File: config.mk
export PLATFORM = sky130hd
export DESIGN_NAME = sasp_sequencer
export DESIGN_NICKNAME = d
export VERILOG_FILES = /design/src/include/sasp_pkg.sv /design/src/core/sasp_sequencer.sv
export VERILOG_INCLUDE_DIRS = /design/src /design/src/include
export SDC_FILE = /design/constraint.sdc
export NUM_CORES = 1
export LEC_CHECK = 0
export ABC_CLOCK_PERIOD_IN_PS = 10420
export CAP_MARGIN = 20
export CORE_MARGIN = 8
export CORE_UTILIZATION = 40
export CTS_BUF_LIST = sky130_fd_sc_hd__clkbuf_2 sky130_fd_sc_hd__clkbuf_4 sky130_fd_sc_hd__clkbuf_8
export DETAILED_ROUTE_END_ITERATION = 8
export DONT_BUFFER_PORTS = 1
export GPL_ROUTABILITY_DRIVEN = 0
export PLACE_DENSITY = 0.59
export SYNTH_ARGS = -nofsm -noshare
export SYNTH_HDL_FRONTEND = slang
export SYNTH_SLANG_ARGS = --single-unit
File: constraint.sdc
create_clock -name clk_sys -period 10.42 [get_ports clk_sys]
set_clock_uncertainty 0.05 [all_clocks]
set_input_delay 1.042 -clock clk_sys [delete_from_list [all_inputs] [get_ports clk_sys]]
set_output_delay 1.042 -clock clk_sys [all_outputs]
set_load 0.03 [all_outputs]
File: src/include/sasp_regs.svh
`ifndef SASP_REGS_SVH
`define SASP_REGS_SVH
// ==========================================================
// Register addresses
`define SASP_ADDR_RESULT   16'hff1a
`define SASP_ADDR_MODE     16'hff6c
`define SASP_ADDR_CHAN     16'hff6d
`define SASP_ADDR_CMPMODE  16'hff6e
`define SASP_ADDR_THRESH   16'hff6f
// ==========================================================
// Reset values and write masks
`define SASP_RST_REG8      8'h00
`define SASP_MASK_MODE     8'hbf
`define SASP_MASK_CHAN     8'hf7
`define SASP_MASK_CMPMODE  8'hc0
// ==========================================================
// Field positions
`define SASP_MODE_RUN      7
`define SASP_MODE_TIME_HI  5
`define SASP_MODE_TIME_LO  1
`define SASP_MODE_BOOST    0
`define SASP_CHAN_EDGE_HI  7
`define SASP_CHAN_EDGE_LO  6
`define SASP_CHAN_HWTRG    5
`define SASP_CHAN_TIMER    4
`define SASP_CHAN_SEL_HI   2
`define SASP_CMP_ENABLE    7
`define SASP_CMP_SENSE     6
// ==========================================================
// Result layout and search start
`define SASP_RESULT_PAD    6'h00
`define SASP_SAR_MSB       10'h200
`define SASP_SAR_TOP_BIT   4'h9
// ==========================================================
// Conversion times in system clocks, per time-select code
`define SASP_TCONV_96      8'd96
`define SASP_TCONV_72      8'd72
`define SASP_TCONV_48      8'd48
`define SASP_TCONV_24      8'd24
`define SASP_TCONV_224     8'd224
`define SASP_TCONV_168     8'd168
`define SASP_TCONV_112     8'd112
`define SASP_TCONV_56      8'd56
`define SASP_TCONV_54      8'd54
`define SASP_TCONV_36      8'd36
`define SASP_TCONV_18      8'd18
`define SASP_STEP_DIV      8'd12
`define SASP_STEP_MIN      8'd3
`define SASP_BITS_PER_CONV 8'd10
`endif

File: src/include/sasp_pkg.sv
package sasp_pkg;
  // ========================================================
  // Sequencer states
  typedef enum logic [3:0] {
    SASP_IDLE      = 4'b0001,
    SASP_WAIT_TRIG = 4'b0010,
    SASP_SAMPLE    = 4'b0100,
    SASP_CONVERT   = 4'b1000
  } sasp_state_t;
endpackage : sasp_pkg

File: src/core/sasp_sequencer.sv
// What this block does
// - Every finished conversion overwrites the result register with the approximation value.
// - Result is left-justified ten bits; low six bits always read zero.
// - Upper eight result bits sit at the higher byte, lower two at top of lower.
// - Reset leaves the result register undefined, not cleared.
// - Reading the result, or writing mode, channel, compare or threshold, adds a wait.
// - Compare-enable low: done interrupt every conversion; high: threshold gating.
// - Sense low: interrupt when upper bits at least threshold; high: when below.
// - Full eight-bit threshold compared unsigned against upper eight result bits.
// - Each conversion samples for a fixed time, then holds until finished.
// - Binary search from bit nine at half reference down through bit zero.
// - After the tenth comparison latch result and raise done in the same step.
// - Software trigger mode repeats conversions while the run bit stays set.
// - Clearing run stops; setting it again with boost on restarts directly.
// - Software mode: register write during conversion aborts and restarts it.
// - Hardware-trigger select low: conversion begins once run is written one.
// - External mode: after run, convert once per selected pin edge.
// - External mode: edges during a conversion are ignored.
// - Hardware modes: register write during conversion aborts, back to waiting.
// - Timer mode: after run, convert once per timer event.
// - Timer mode: event during conversion aborts and restarts it.
// - Edge field: 00 none, 01 falling, 10 rising, 11 both edges.
`include "sasp_regs.svh"

module sasp_sequencer
  import sasp_pkg::*;
(
  // Clock and reset
  input  wire logic        clk_sys,
  input  wire logic        rst_b,
  // Processor register port
  input  wire logic [15:0] bus_addr,
  input  wire logic [7:0]  bus_wdata,
  input  wire logic        bus_wr,
  input  wire logic        bus_rd,
  output logic      [15:0] bus_rdata,
  output logic             bus_wait,
  // Analog front end
  input  wire logic        comp_ge,
  output logic             sample_hold,
  output logic      [9:0]  tap_code,
  output logic      [2:0]  channel_sel,
  output logic             boost_enable,
  // Trigger sources
  input  wire logic        external_trigger_pin,
  input  wire logic        timer_trigger_event,
  // Interrupt request
  output logic             conversion_done_irq
);

  // ========================================================
  // Registers
  logic [7:0]  converter_mode_reg, next_converter_mode_reg;
  logic [7:0]  channel_select_reg, next_channel_select_reg;
  logic [7:0]  threshold_compare_mode, next_threshold_compare_mode;
  logic [7:0]  threshold_value, next_threshold_value;
  logic [15:0] conversion_result, next_conversion_result;
  logic        waited, next_waited;
  logic [15:0] next_bus_rdata;
  logic        run_bit, reference_boost_bit, hardware_trigger_select;
  logic        timer_source_select, compare_enable, compare_sense;
  logic [1:0]  edge_sel;
  logic        acc_slow, wr_go, rd_go, reg_touch;

  assign run_bit                 = converter_mode_reg[`SASP_MODE_RUN];
  assign reference_boost_bit     = converter_mode_reg[`SASP_MODE_BOOST];
  assign hardware_trigger_select = channel_select_reg[`SASP_CHAN_HWTRG];
  assign timer_source_select     = channel_select_reg[`SASP_CHAN_TIMER];
  assign edge_sel = channel_select_reg[`SASP_CHAN_EDGE_HI:`SASP_CHAN_EDGE_LO];
  assign compare_enable          = threshold_compare_mode[`SASP_CMP_ENABLE];
  assign compare_sense           = threshold_compare_mode[`SASP_CMP_SENSE];

  // Slow accesses take one extra cycle before they complete
  always_comb begin
    acc_slow = 1'b0;
    if (bus_rd && bus_addr == `SASP_ADDR_RESULT) begin
      acc_slow = 1'b1;
    end else if (bus_wr && (bus_addr == `SASP_ADDR_MODE || bus_addr == `SASP_ADDR_CHAN ||
                 bus_addr == `SASP_ADDR_CMPMODE || bus_addr == `SASP_ADDR_THRESH)) begin
      acc_slow = 1'b1;
    end
  end

  assign bus_wait  = acc_slow && !waited;
  assign wr_go     = bus_wr && !bus_wait;
  assign rd_go     = bus_rd && !bus_wait;
  assign reg_touch = wr_go && (bus_addr == `SASP_ADDR_MODE || bus_addr == `SASP_ADDR_CHAN ||
                     bus_addr == `SASP_ADDR_CMPMODE || bus_addr == `SASP_ADDR_THRESH);

  // ========================================================
  // Synchronisers and trigger edge detection
  logic       pin_meta, pin_sync, pin_prev;
  logic       comp_meta, comp_sync;
  logic       ext_edge;

  always_ff @(posedge clk_sys) begin
    if (!rst_b) begin
      pin_meta  <= 1'b0;
      pin_sync  <= 1'b0;
      pin_prev  <= 1'b0;
      comp_meta <= 1'b0;
      comp_sync <= 1'b0;
    end else begin
      pin_meta  <= external_trigger_pin;
      pin_sync  <= pin_meta;
      pin_prev  <= pin_sync;
      comp_meta <= comp_ge;
      comp_sync <= comp_meta;
    end
  end

  always_comb begin
    case (edge_sel)
      2'b01:   ext_edge = pin_prev && !pin_sync;
      2'b10:   ext_edge = !pin_prev && pin_sync;
      2'b11:   ext_edge = pin_prev != pin_sync;
      default: ext_edge = 1'b0;
    endcase
  end

  // ========================================================
  // Conversion timing from the time-select code
  logic [7:0] tconv, step_cyc, sample_cyc, step_raw;

  always_comb begin
    case (converter_mode_reg[`SASP_MODE_TIME_HI:`SASP_MODE_TIME_LO])
      5'b00001: tconv = `SASP_TCONV_96;
      5'b00101: tconv = `SASP_TCONV_72;
      5'b01001: tconv = `SASP_TCONV_48;
      5'b01101: tconv = `SASP_TCONV_24;
      5'b10001: tconv = `SASP_TCONV_224;
      5'b10101: tconv = `SASP_TCONV_168;
      5'b11001: tconv = `SASP_TCONV_112;
      5'b11101: tconv = `SASP_TCONV_56;
      5'b00010: tconv = `SASP_TCONV_72;
      5'b00110: tconv = `SASP_TCONV_54;
      5'b01010: tconv = `SASP_TCONV_36;
      5'b01110: tconv = `SASP_TCONV_18;
      default:  tconv = `SASP_TCONV_96;
    endcase
    step_raw = tconv / `SASP_STEP_DIV;
    step_cyc = (step_raw < `SASP_STEP_MIN) ? `SASP_STEP_MIN : step_raw;
    if (tconv >= 8'(step_cyc * `SASP_BITS_PER_CONV) + `SASP_STEP_MIN) begin
      sample_cyc = tconv - 8'(step_cyc * `SASP_BITS_PER_CONV);
    end else begin
      sample_cyc = `SASP_STEP_MIN;
    end
  end

  // ========================================================
  // Sequencer
  sasp_state_t state, next_state;
  logic [7:0]  cnt, next_cnt;
  logic [3:0]  bit_idx, next_bit_idx;
  logic [9:0]  approximation_register, next_approximation_register;
  logic        next_done_irq;
  logic [9:0]  bit_mask, final_sar;
  logic        conv_done, busy, irq_cond;

  assign busy      = state == SASP_SAMPLE || state == SASP_CONVERT;
  assign bit_mask  = 10'(10'h001 << bit_idx);
  assign final_sar = comp_sync ? approximation_register
                               : (approximation_register & ~bit_mask);
  assign conv_done = state == SASP_CONVERT && cnt == 8'h00 && bit_idx == 4'h0 &&
                     run_bit && !reg_touch &&
                     !(hardware_trigger_select && timer_source_select && timer_trigger_event);

  always_comb begin
    if (!compare_enable) begin
      irq_cond = 1'b1;
    end else if (!compare_sense) begin
      irq_cond = final_sar[9:2] >= threshold_value;
    end else begin
      irq_cond = final_sar[9:2] < threshold_value;
    end
  end

  always_comb begin
    next_state                  = state;
    next_cnt                    = cnt;
    next_bit_idx                = bit_idx;
    next_approximation_register = approximation_register;
    next_done_irq               = 1'b0;
    case (state)
      SASP_IDLE: begin
        if (run_bit) begin
          next_cnt   = sample_cyc - 8'h01;
          next_state = hardware_trigger_select ? SASP_WAIT_TRIG : SASP_SAMPLE;
        end
      end
      SASP_WAIT_TRIG: begin
        if ((!timer_source_select && ext_edge) ||
            (timer_source_select && timer_trigger_event)) begin
          next_cnt   = sample_cyc - 8'h01;
          next_state = SASP_SAMPLE;
        end
      end
      SASP_SAMPLE: begin
        if (cnt == 8'h00) begin
          next_state                  = SASP_CONVERT;
          next_bit_idx                = `SASP_SAR_TOP_BIT;
          next_approximation_register = `SASP_SAR_MSB;
          next_cnt                    = step_cyc - 8'h01;
        end else begin
          next_cnt = cnt - 8'h01;
        end
      end
      SASP_CONVERT: begin
        if (cnt != 8'h00) begin
          next_cnt = cnt - 8'h01;
        end else if (bit_idx != 4'h0) begin
          next_approximation_register = final_sar | (bit_mask >> 1);
          next_bit_idx                = bit_idx - 4'h1;
          next_cnt                    = step_cyc - 8'h01;
        end else begin
          next_approximation_register = final_sar;
          next_done_irq               = irq_cond;
          next_cnt                    = sample_cyc - 8'h01;
          next_state = hardware_trigger_select ? SASP_WAIT_TRIG : SASP_SAMPLE;
        end
      end
      default: next_state = SASP_IDLE;
    endcase
    // External edges during a conversion fall through unseen
    // An abort in the finishing cycle also drops that cycle's interrupt
    if (busy && hardware_trigger_select && timer_source_select && timer_trigger_event) begin
      next_state    = SASP_SAMPLE;
      next_cnt      = sample_cyc - 8'h01;
      next_done_irq = 1'b0;
    end
    if (busy && reg_touch) begin
      next_cnt      = sample_cyc - 8'h01;
      next_state = hardware_trigger_select ? SASP_WAIT_TRIG : SASP_SAMPLE;
      next_done_irq = 1'b0;
    end
    if (!run_bit) begin
      next_state    = SASP_IDLE;
      next_done_irq = 1'b0;
    end
  end

  always_ff @(posedge clk_sys) begin
    if (!rst_b) begin
      state                  <= SASP_IDLE;
      cnt                    <= 8'h00;
      bit_idx                <= 4'h0;
      approximation_register <= 10'h000;
      conversion_done_irq    <= 1'b0;
    end else begin
      state                  <= next_state;
      cnt                    <= next_cnt;
      bit_idx                <= next_bit_idx;
      approximation_register <= next_approximation_register;
      conversion_done_irq    <= next_done_irq;
    end
  end

  // ========================================================
  // Register file
  always_comb begin
    next_converter_mode_reg     = converter_mode_reg;
    next_channel_select_reg     = channel_select_reg;
    next_threshold_compare_mode = threshold_compare_mode;
    next_threshold_value        = threshold_value;
    next_waited                 = bus_wait;
    next_bus_rdata              = bus_rdata;
    next_conversion_result      = conversion_result;
    if (conv_done) begin
      next_conversion_result = {final_sar, `SASP_RESULT_PAD};
    end
    if (wr_go) begin
      if (bus_addr == `SASP_ADDR_MODE) begin
        next_converter_mode_reg = bus_wdata & `SASP_MASK_MODE;
      end else if (bus_addr == `SASP_ADDR_CHAN) begin
        next_channel_select_reg = bus_wdata & `SASP_MASK_CHAN;
      end else if (bus_addr == `SASP_ADDR_CMPMODE) begin
        next_threshold_compare_mode = bus_wdata & `SASP_MASK_CMPMODE;
      end else if (bus_addr == `SASP_ADDR_THRESH) begin
        next_threshold_value = bus_wdata;
      end
    end
    if (rd_go) begin
      if (bus_addr == `SASP_ADDR_RESULT) begin
        next_bus_rdata = conversion_result;
      end else if (bus_addr == `SASP_ADDR_MODE) begin
        next_bus_rdata = {8'h00, converter_mode_reg};
      end else if (bus_addr == `SASP_ADDR_CHAN) begin
        next_bus_rdata = {8'h00, channel_select_reg};
      end else if (bus_addr == `SASP_ADDR_CMPMODE) begin
        next_bus_rdata = {8'h00, threshold_compare_mode};
      end else if (bus_addr == `SASP_ADDR_THRESH) begin
        next_bus_rdata = {8'h00, threshold_value};
      end else begin
        next_bus_rdata = 16'h0000;
      end
    end
  end

  always_ff @(posedge clk_sys) begin
    if (!rst_b) begin
      converter_mode_reg     <= `SASP_RST_REG8;
      channel_select_reg     <= `SASP_RST_REG8;
      threshold_compare_mode <= `SASP_RST_REG8;
      threshold_value        <= `SASP_RST_REG8;
      waited                 <= 1'b0;
      bus_rdata              <= 16'h0000;
    end else begin
      converter_mode_reg     <= next_converter_mode_reg;
      channel_select_reg     <= next_channel_select_reg;
      threshold_compare_mode <= next_threshold_compare_mode;
      threshold_value        <= next_threshold_value;
      waited                 <= next_waited;
      bus_rdata              <= next_bus_rdata;
    end
  end

  // Result keeps its contents through reset
  always_ff @(posedge clk_sys) begin
    conversion_result <= next_conversion_result;
  end

  // ========================================================
  // Analog front-end drive
  assign sample_hold  = state == SASP_SAMPLE;
  assign tap_code     = approximation_register;
  assign channel_sel  = channel_select_reg[`SASP_CHAN_SEL_HI:0];
  assign boost_enable = reference_boost_bit;
endmodule : sasp_sequencer

==> results of run 1 <==
[cell usage in the layout (no fill, tap or decap), types with 5 or more instances in the layout]
master / n
or3_1: 7
a22oi_1: 19
nand2_1: 69
and3_1: 12
o21ai_0: 26
nor2_1: 71
inv_1: 35
o31ai_1: 5
clkbuf_8: 10
a21oi_1: 75
a21o_1: 8
nor2b_1: 7
xnor2_1: 15
mux2_2: 6
edfxtp_1: 10
ha_1: 41
nor3_1: 15
nand3_1: 14
a211oi_1: 6
xor2_1: 12
nand3b_1: 6
and2_1: 5
nand4_1: 10
dfxtp_1: 80
a21boi_0: 8
mux2i_1: 11
nand2b_1: 11
[per-stage QoR]
step                      cells  setup WS (ns)  hold WS (ns)  area, um^2
after global routing        862           4.73         0.429        6070
after global placement      845           5.03         0.383        5810
after detailed placement    845           4.79         0.374        5810
after CTS                   861           4.77         0.401        6070
final                       862           5.15         0.394        6070
after floorplan             693           5.80         0.362        5750
[area by class of cell]
type / count / share of cell area (%)
inverters: 36 / 2.22
repair buffers: 4 / 0.453
clock buffers: 10 / 2.27
flip-flops and latches: 90 / 31.3
well taps: 184 / 3.79
clock inverters: 6 / 1.96
multi-input cells: 532 / 58.0
[per-layer routing]
metal,up-vias,global-route usage (%)
met5,-,0
met1,2335,19.7
met3,20,2.99
li1,2446,-
met2,116,24.9
met4,0,6.77
[worst max-delay path: stages, from the launching register on]
cell       delay [ns]
dfxtp_1          0.68
nor2_1           0.13
o311ai_1         0.66
ha_1             0.37
ha_1             0.22
inv_1            0.07
fa_1             0.47
or4_1            0.57
xnor2_1          0.14
ha_1             0.20
a2111oi_0        0.35
o21ai_0          0.13
o21ai_0          0.14
buf_2            0.26
a21oi_1          0.12
o2111ai_1        0.19
a21boi_0         0.10
o31a_1           0.32
[where the power goes]
group | switching, W | leakage (nW) | internal [W] | total (W)
Clock | 0.000136 | 0.129 | 0.000169 | 0.000305
Combinational | 0.00000880 | 1.30 | 0.00000429 | 0.0000131
Sequential | 0.00000166 | 0.741 | 0.000350 | 0.000352
Total | 0.000146 | 2.17 | 0.000524 | 0.000670
[final timing paths]
check	endpoint	slack (ns)	from	depth (start not counted)
max	cnt[3]	5.15	tconv[4]	17
min	comp_sync	0.39	comp_meta	1
max reg2reg	cnt[3]	5.15	tconv[4]	17
min reg2reg	comp_sync	0.39	comp_meta	1
[kinds of logic after synthesis]
| group | after synthesis | share of synthesized area [%] |
|---|---|---|
| simple gates | 255 | 22.8 |
| compound gates | 188 | 20.8 |
| flops | 90 | 33.1 |
| buf+inv | 71 | 5.60 |
| fa+ha+maj | 43 | 9.63 |
| xor+xnor | 28 | 4.51 |
| mux | 18 | 3.48 |
==> impl_metrics.env, run 1 <==
export IMPL_status="finished, final reports clean"
export IMPL_synth_common_cells="80 x dfxtp_1, 75 x a21oi_1, 71 x nor2_1"
export IMPL_syn_nets=767
export IMPL_vias_per_cell=5.70
export IMPL_synth_edff_count=10
export IMPL_num_vias=4917
export IMPL_cts_setup_buffers=0
export IMPL_overflow=0
export IMPL_holdBufCountCts=0
export IMPL_ioPinCount=64
export IMPL_cts_inserted_buffers=9
export IMPL_end_kind="flip-flop"
export IMPL_p_leak_nw=2.17
export IMPL_period_minus_slack_ns=5.27
export IMPL_die_h_um=136
export IMPL_hold_class="flip-flop to flip-flop"
export IMPL_multi_input_area_um2=3520
export IMPL_maxCapViolCount=0
export IMPL_grt_use_total_pct=15.5
export IMPL_setup_violations=0
export IMPL_worst_slew_pin_slew_ns=0.756
export IMPL_wl_met3_um=697
export IMPL_area_growth_pct=5.71
export IMPL_tns_ns=0
export IMPL_clockBufferDepth=2
export IMPL_synth_top_area_share_pct=27.9
export IMPL_worstSkewPairLatency_ns=0.37
export IMPL_syn_area_um2=5750
export IMPL_drcViolationCount=0
export IMPL_tritoncts="yes"
export IMPL_ys_ff_latch=90
export IMPL_cts_root_buffer="clkbuf_8"
export IMPL_period_share_pct=50.5
export IMPL_fillers=1390
export IMPL_dp_hpwl_um=10900
export IMPL_cts_resized_gates=0
export IMPL_drive_gt1_share_pct=6.78
export IMPL_rsz0062_at_grt="false"
export IMPL_total_power_w=0.000670
export IMPL_synth_ff_type="dfxtp_1"
export IMPL_cp_max_fo=17
export IMPL_yosysTopAreaCell="dfxtp_1"
export IMPL_slew_headroom_pct=48.8
export IMPL_worst_setup_path_start_kind="flip-flop"
export IMPL_grt_pass1_vias=4547
export IMPL_drt_antenna_violating_nets=0
export IMPL_regArea_um2=1900
export IMPL_ys_warn_count=0
export IMPL_largest_reg_flops=16
export IMPL_rows=44
export IMPL_synth_most_common_cell="dfxtp_1"
export IMPL_fmax_ghz=0.190
export IMPL_synth_distinct_cells=76
export IMPL_cp_arrival_ns=5.48
export IMPL_wl_met1_um=6600
export IMPL_final_core_utilization_pct=42.6
export IMPL_critical_path_required_ns=10.63
export IMPL_routed_top_layer="met4"
export IMPL_top_register="bus_rdata"
export IMPL_nets=747
export IMPL_die_w_um=136
export IMPL_wire_per_inst_um=16.9
export IMPL_path_clk_slew_ns=0.10
export IMPL_diodes=0
export IMPL_syn_avg_cell_area_um2=8.29
export IMPL_drv_slew=0
export IMPL_core_um2=14300
export IMPL_peakVddDrop_mv=0.0641
export IMPL_wl_um=14500
export IMPL_synthArstFlopShare_pct=0
export IMPL_yosys_top_cells_area="dfxtp_1 28%, ha_1 8.9%, a21oi_1 6.5%"
export IMPL_ys_seq_area_share_pct=33.1
export IMPL_dieArea_um2=18500
export IMPL_power_density_nw_per_um2=110
export IMPL_antenna_found_initial=0
export IMPL_first_pass_iters=5
export IMPL_timing_final_hold_violations=0
export IMPL_grt_pass1_wl_um=23100
export IMPL_wl_met2_um=6950
export IMPL_io_buffers=0
export IMPL_syn_inst=693
export IMPL_first_iter_violations=336
export IMPL_critPathKind="flip-flop to flip-flop"
export IMPL_clock_sinks=90
export IMPL_grt_max_degree=64
export IMPL_htreeDepth=3
export IMPL_start_util_pct=40.3
No activity file was read; power rests on OpenSTA's default activity.
==> run 2, diff against run 1 <==
ABC_AREA = 1   (was default)
ABC_CLOCK_PERIOD_IN_PS = 4800   (was 10420)
PLACE_DENSITY = 0.61   (was 0.59)
clock period = 4.8 ns   (was 10.42 ns; I/O delays follow)
==> run 2 against run 1 <==
Combinational power rose by 100%. Maximum frequency increased by 22%. First-iteration DRC count is 3.6% lower. Sequential share of layout area down 1.1 points. Die area is 1.9% higher. Final cell count up 15%.
==> impl_metrics.env, run 2 <==
export IMPL_status="finished, final reports clean"
export IMPL_tritoncts="yes"
export IMPL_first_iter_violations=324
export IMPL_cp_max_fo=7
export IMPL_comb_power_share_pct=2.0
export IMPL_grt_pass1_wl_um=24400
export IMPL_setup_violations=0
export IMPL_syn_area_um2=5870
export IMPL_critical_path_required_ns=5.03
export IMPL_slew_headroom_pct=50.2
export IMPL_core_um2=14400
export IMPL_yosys_top_cells_area="dfxtp_1 27%, nand2_1 9.7%, ha_1 8.7%"
export IMPL_p_leak_nw=2.77
export IMPL_final_cells=994
export IMPL_pre_cts_ws_ns=0.171
export IMPL_ys_ff_latch=90
export IMPL_grt_max_degree=31
export IMPL_clock_sinks=90
export IMPL_die_h_um=137
export IMPL_syn_nets=878
export IMPL_power_switching_w=0.000319
export IMPL_num_vias=5164
export IMPL_end_kind="flip-flop"
export IMPL_post_place_cells=973
export IMPL_synth_ff_type="dfxtp_1"
export IMPL_die_w_um=137
export IMPL_worstSkewPairLatency_ns=0.38
export IMPL_antenna_found_initial=0
export IMPL_ioPinCount=64
export IMPL_io_buffers=0
export IMPL_largest_reg_flops=16
export IMPL_maxCapViolCount=0
export IMPL_cts_inserted_buffers=9
export IMPL_htreeDepth=3
export IMPL_fillers=1518
export IMPL_synth_edff_count=10
export IMPL_cts_root_buffer="clkbuf_8"
export IMPL_worst_slew_pin_slew_ns=0.746
export IMPL_cpMostUsedCell="inv_1"
export IMPL_tns_ns=0
export IMPL_yosysTopAreaCell="dfxtp_1"
export IMPL_slowest_delay_ns=0.46
export IMPL_p_int_w=0.00101
export IMPL_vias_per_cell=5.20
export IMPL_synth_top_area_share_pct=27.3
export IMPL_final_common_cell="nand2_1"
export IMPL_period_share_pct=90.1
export IMPL_peakVddDrop_mv=0.166
export IMPL_p_clk_share_pct=40.4
export IMPL_period_minus_slack_ns=4.33
export IMPL_drv_slew=0
export IMPL_sw_frac_of_total_pct=24.0
export IMPL_drive_gt1_share_pct=14.3
export IMPL_hold_class="input port to flip-flop"
export IMPL_hold_ws_ns=0.156
export IMPL_dp_hpwl_um=11600
export IMPL_synthArstFlopShare_pct=0
export IMPL_worst_setup_path_start_kind="flip-flop"
export IMPL_nets=879
export IMPL_fmax_ghz=0.231
export IMPL_rows=44
export IMPL_drt_antenna_violating_nets=0
export IMPL_pwr_share_seq_pct=57.6
export IMPL_synth_common_cells="152 x nand2_1, 117 x inv_1, 80 x dfxtp_1"
export IMPL_drcViolationCount=0
export IMPL_path_clk_slew_ns=0.10
export IMPL_final_core_utilization_pct=43.8
export IMPL_power_density_nw_per_um2=211
export IMPL_wire_per_inst_um=14.9
export IMPL_syn_inst=804
export IMPL_first_pass_iters=5
export IMPL_ys_warn_count=0
export IMPL_top_register="bus_rdata"
export IMPL_diodes=0
export IMPL_synth_distinct_cells=50
export IMPL_final_cell_mix="152 x nand2_1, 117 x inv_1, 77 x dfxtp_1"
export IMPL_grt_pass1_vias=4966
export IMPL_critPathKind="flip-flop to flip-flop"
export IMPL_synth_most_common_cell="nand2_1"
export IMPL_cp_arrival_ns=4.55
export IMPL_start_util_pct=40.7
export IMPL_clockBufferDepth=2
export IMPL_grt_use_total_pct=16.3
export IMPL_area_growth_pct=7.59
export IMPL_cpMaxStageDelayCell="fa_2"
export IMPL_syn_avg_cell_area_um2=7.30
export IMPL_overflow=0
export IMPL_holdBufCountCts=0
export IMPL_wl_um=14800
export IMPL_ys_seq_area_share_pct=32.4
export IMPL_dieArea_um2=18800
export IMPL_finalWorstSetupSlack_ns=0.474
export IMPL_timing_final_hold_violations=0
-- run 2: worst max-delay path, delay by kind of cell (launching register included) --
| kind | cells | cell delay, ns |
|---|---|---|
| xor gates and xnor gates | 1 | 0.19 |
| adders and majority gates | 4 | 1.23 |
| AOI/OAI and AO/OA | 6 | 0.70 |
| buffers and inverters | 5 | 0.43 |
| DFF | 1 | 0.39 |
| and+or+nand+nor | 14 | 1.24 |
-- run 2: area by class of cell --
cell class | count | area (um^2) | area share (%)
timing repair buffer | 8 | 60.1 | 0.951
tap | 184 | 230 | 3.65
sequential | 90 | 1910 | 30.2
inverter | 134 | 509 | 8.06
clock buffer | 9 | 124 | 1.96
multi-input combinational | 562 | 3400 | 53.9
clock inverter | 7 | 77.6 | 1.23
-- run 2: stage by stage --
| step | cell area, um^2 | total power, W |
|---|---|---|
| 3_3_place_gp | 6030 | 0.000813 |
| 2_1_floorplan | 5870 | 0.000809 |
| 4_1_cts | 6230 | 0.00135 |
| 3_5_place_dp | 6030 | 0.000813 |
| 5_1_grt | 6320 | 0.00139 |
| 6_report | 6320 | 0.00133 |
-- run 2: layer usage --
metal  global-route usage (%)  up-vias  share of wire (%)
met2                     27.1      106                 47
met4                     4.41        0                1.1
met5                        0        -                  0
met3                     5.14       11                7.1
met1                     19.9     2365                 45
li1                         -     2682                  -
-- run 2: repair_timing --
item / in CTS / in global routing
gates resized for setup: 0 / 13
setup buffers: 0 / 5
setup endpoints to repair: 0 / 8
-- run 2: logic make-up (layout without fill, tap and decap cells) --
family                     count (synthesis)  in the layout  share of synthesized area (%)
adders and majority gates                 43             43                           9.42
and+or+nand+nor                          325            325                           27.4
AOI/OAI and AO/OA                        182            182                           18.6
buffers and inverters                    152            158                           10.4
xor gates and xnor gates                  12             12                           1.79
DFF                                       90             90                           32.4
-- run 2: final timing paths --
kind,startpoint,end,slack [ns],depth (start not counted)
setup / recovery,tconv[6],cnt[2],0.47,30
hold / removal,external_trigger_pin,pin_meta,0.16,2
setup reg to reg,tconv[6],cnt[2],0.47,30
hold reg to reg,pin_meta,pin_sync,0.37,2
-- run 2: power by group through the flow --
stage,Clock (W),Sequential (W),Combinational (W)
after floorplan,0,0.000784,0.0000248
after global placement,0,0.000786,0.0000265
after detailed placement,0,0.000787,0.0000262
after CTS,0.000558,0.000769,0.0000263
after global routing,0.000586,0.000769,0.0000297
final,0.000538,0.000768,0.0000262
==> run 3, diff against run 2 <==
CELL_PAD_IN_SITES_DETAIL_PLACEMENT = 1   (was default)
CELL_PAD_IN_SITES_GLOBAL_PLACEMENT = 2   (was default)
CORE_MARGIN = 10   (was 8)
CORE_UTILIZATION = 34   (was 40)
PLACE_DENSITY = 0.83   (was 0.61)
==> run 3 against run 2 <==
Maximum frequency decreased by 2.1%. Worst setup slack lost 0.093 ns. Sequential share of layout area shrank 0.65 points. Total power is 6.0% higher. Register-to-register slack worse by 0.09 ns. Clock-buffer cell count grew 1. Cell area rose by 2.3%. Via count up 5.1%. Critical path depth grew 1. Final cell count increased by 3.8%. Global-route usage fell by 0.90 points.
==> impl_metrics.env, run 3 (synthesis gave the netlist of run 2 again) <==
export IMPL_rr_worst_depth=31
export IMPL_critical_path_required_ns=5.06
export IMPL_cpMostUsedCell="nand2_1"
export IMPL_cp_max_fo=8
export IMPL_io_buffers=0
export IMPL_clock_sinks=90
export IMPL_power_density_nw_per_um2=219
export IMPL_die_h_um=151
export IMPL_grt_use_total_pct=15.4
export IMPL_path_clk_slew_ns=0.10
export IMPL_period_share_pct=92.1
export IMPL_grt_max_degree=32
export IMPL_top_register="bus_rdata"
export IMPL_power_switching_w=0.000332
export IMPL_start_util_pct=35.0
export IMPL_core_um2=16800
export IMPL_maxCapViolCount=0
export IMPL_drv_slew=0
export IMPL_dieArea_um2=22900
export IMPL_p_int_w=0.00108
export IMPL_peakVddDrop_mv=0.155
export IMPL_area_growth_pct=10.1
export IMPL_fmax_ghz=0.226
export IMPL_worstSkewPairLatency_ns=0.38
export IMPL_slowest_delay_ns=0.49
export IMPL_largest_reg_flops=16
export IMPL_cts_inserted_buffers=9
export IMPL_post_place_cells=1007
export IMPL_wire_per_inst_um=17.1
export IMPL_holdPathEnd="comp_meta"
export IMPL_cpMaxStageDelayCell="fa_2"
export IMPL_p_leak_nw=2.79
export IMPL_clockBufferDepth=2
export IMPL_final_cell_mix="152 x nand2_1, 115 x inv_1, 77 x dfxtp_1"
export IMPL_end_kind="flip-flop"
export IMPL_final_cells=1032
export IMPL_timing_final_hold_violations=0
export IMPL_diodes=0
export IMPL_total_power_w=0.00141
export IMPL_ioPinCount=64
export IMPL_worst_slew_pin_slew_ns=0.676
export IMPL_worstReg2RegStart="tconv[7]"
export IMPL_pwr_share_seq_pct=54.4
export IMPL_status="finished, final reports clean"
export IMPL_drt_antenna_violating_nets=0
export IMPL_die_w_um=151
export IMPL_r2r_end="cnt[6]"
export IMPL_final_common_cell="nand2_1"
export IMPL_htreeDepth=3
export IMPL_hold_class="input port to flip-flop"
export IMPL_grt_pass1_vias=5649
export IMPL_worstHoldStart="comp_ge"
export IMPL_critPathKind="flip-flop to flip-flop"
export IMPL_setup_violations=0
export IMPL_reg2reg_setup_slack_ns=0.38
export IMPL_rows=47
export IMPL_p_clk_share_pct=43.7
export IMPL_cts_root_buffer="clkbuf_8"
export IMPL_comb_power_share_pct=1.9
export IMPL_dp_hpwl_um=14100
export IMPL_nets=881
export IMPL_first_pass_iters=4
export IMPL_wl_um=17700
export IMPL_antenna_found_initial=0
export IMPL_vias_per_cell=5.26
export IMPL_num_vias=5426
export IMPL_cp_arrival_ns=4.68
export IMPL_drive_gt1_share_pct=15.4
export IMPL_tritoncts="yes"
export IMPL_worst_setup_path_start_kind="flip-flop"
export IMPL_slew_headroom_pct=54.7
export IMPL_overflow=0
export IMPL_grt_pass1_wl_um=28400
export IMPL_period_minus_slack_ns=4.42
export IMPL_sw_frac_of_total_pct=23.5
export IMPL_worstHoldPathCells=2
export IMPL_drcViolationCount=0
export IMPL_first_iter_violations=231
==> run 3: worst max-delay path by stage <==
stage          cells past startpoint     start  slack [ns]  endpoint
6_report                          31  tconv[7]        0.38    cnt[6]
5_1_grt                           31  tconv[6]       -0.07    cnt[6]
4_1_cts                           31  tconv[6]        0.02    cnt[6]
3_5_place_dp                      31  tconv[6]        0.02    cnt[6]
3_3_place_gp                      31  tconv[6]        0.28    cnt[6]
2_1_floorplan                     31  tconv[6]        0.65    cnt[6]
==> run 3: layout make-up <==
cell class | instances | area, um^2
tap | 220 | 275
fill | 2127 | 10300
sequential | 90 | 1910
clock inverter | 6 | 96.3
multi-input combinational | 562 | 3460
inverter | 134 | 509
clock buffer | 10 | 138
timing repair buffer | 10 | 75.1
==> run 3: power by group through the flow <==
stage	clock [W]	sequential, W	combinational [W]
2_1_floorplan	0	0.000784	0.0000248
3_3_place_gp	0	0.000787	0.0000270
3_5_place_dp	0	0.000787	0.0000280
4_1_cts	0.000631	0.000770	0.0000281
5_1_grt	0.000662	0.000769	0.0000309
6_report	0.000617	0.000768	0.0000274
==> run 3: what timing repair did <==
action | in CTS | in global routing
pin swaps | 0 | 5
hold buffers | 0 | 0
endpoints found under the setup margin | 1 | 8
resized for setup | 1 | 24
setup buffers | 0 | 8
==> run 3: worst max-delay path: cells and delay by family, from the launching register on <==
| kind | cells | cell delay, ns |
|---|---|---|
| AND/OR/NAND/NOR | 19 | 1.89 |
| XOR/XNOR | 1 | 0.15 |
| adder cells (fa/ha/maj) | 4 | 1.19 |
| AO/OA/AOI/OAI | 3 | 0.40 |
| flip-flops | 1 | 0.37 |
| buffers and inverters | 4 | 0.31 |
==> run 3: routing by layer <==
metal	GRT usage, %	up-vias	share of wire [%]
li1	-	2679	-
met3	4.42	18	4.7
met2	27.9	79	51
met5	0	-	0
met4	3.46	0	1.5
met1	17.4	2650	43
==> run 3: metrics by stage <==
step           hold WS [ns]  utilization [%]  setup slack [ns]  TNS, ns  instance area [um^2]
4_1_cts               0.142             37.6            0.0215        0                  6300
3_3_place_gp          0.349             36.2             0.284        0                  6060
5_1_grt               0.145             38.6           -0.0669  -0.0730                  6460
6_report              0.164             38.6             0.381        0                  6460
2_1_floorplan         0.340                -             0.648        0                  5870
3_5_place_dp          0.356             36.2            0.0232        0                  6060
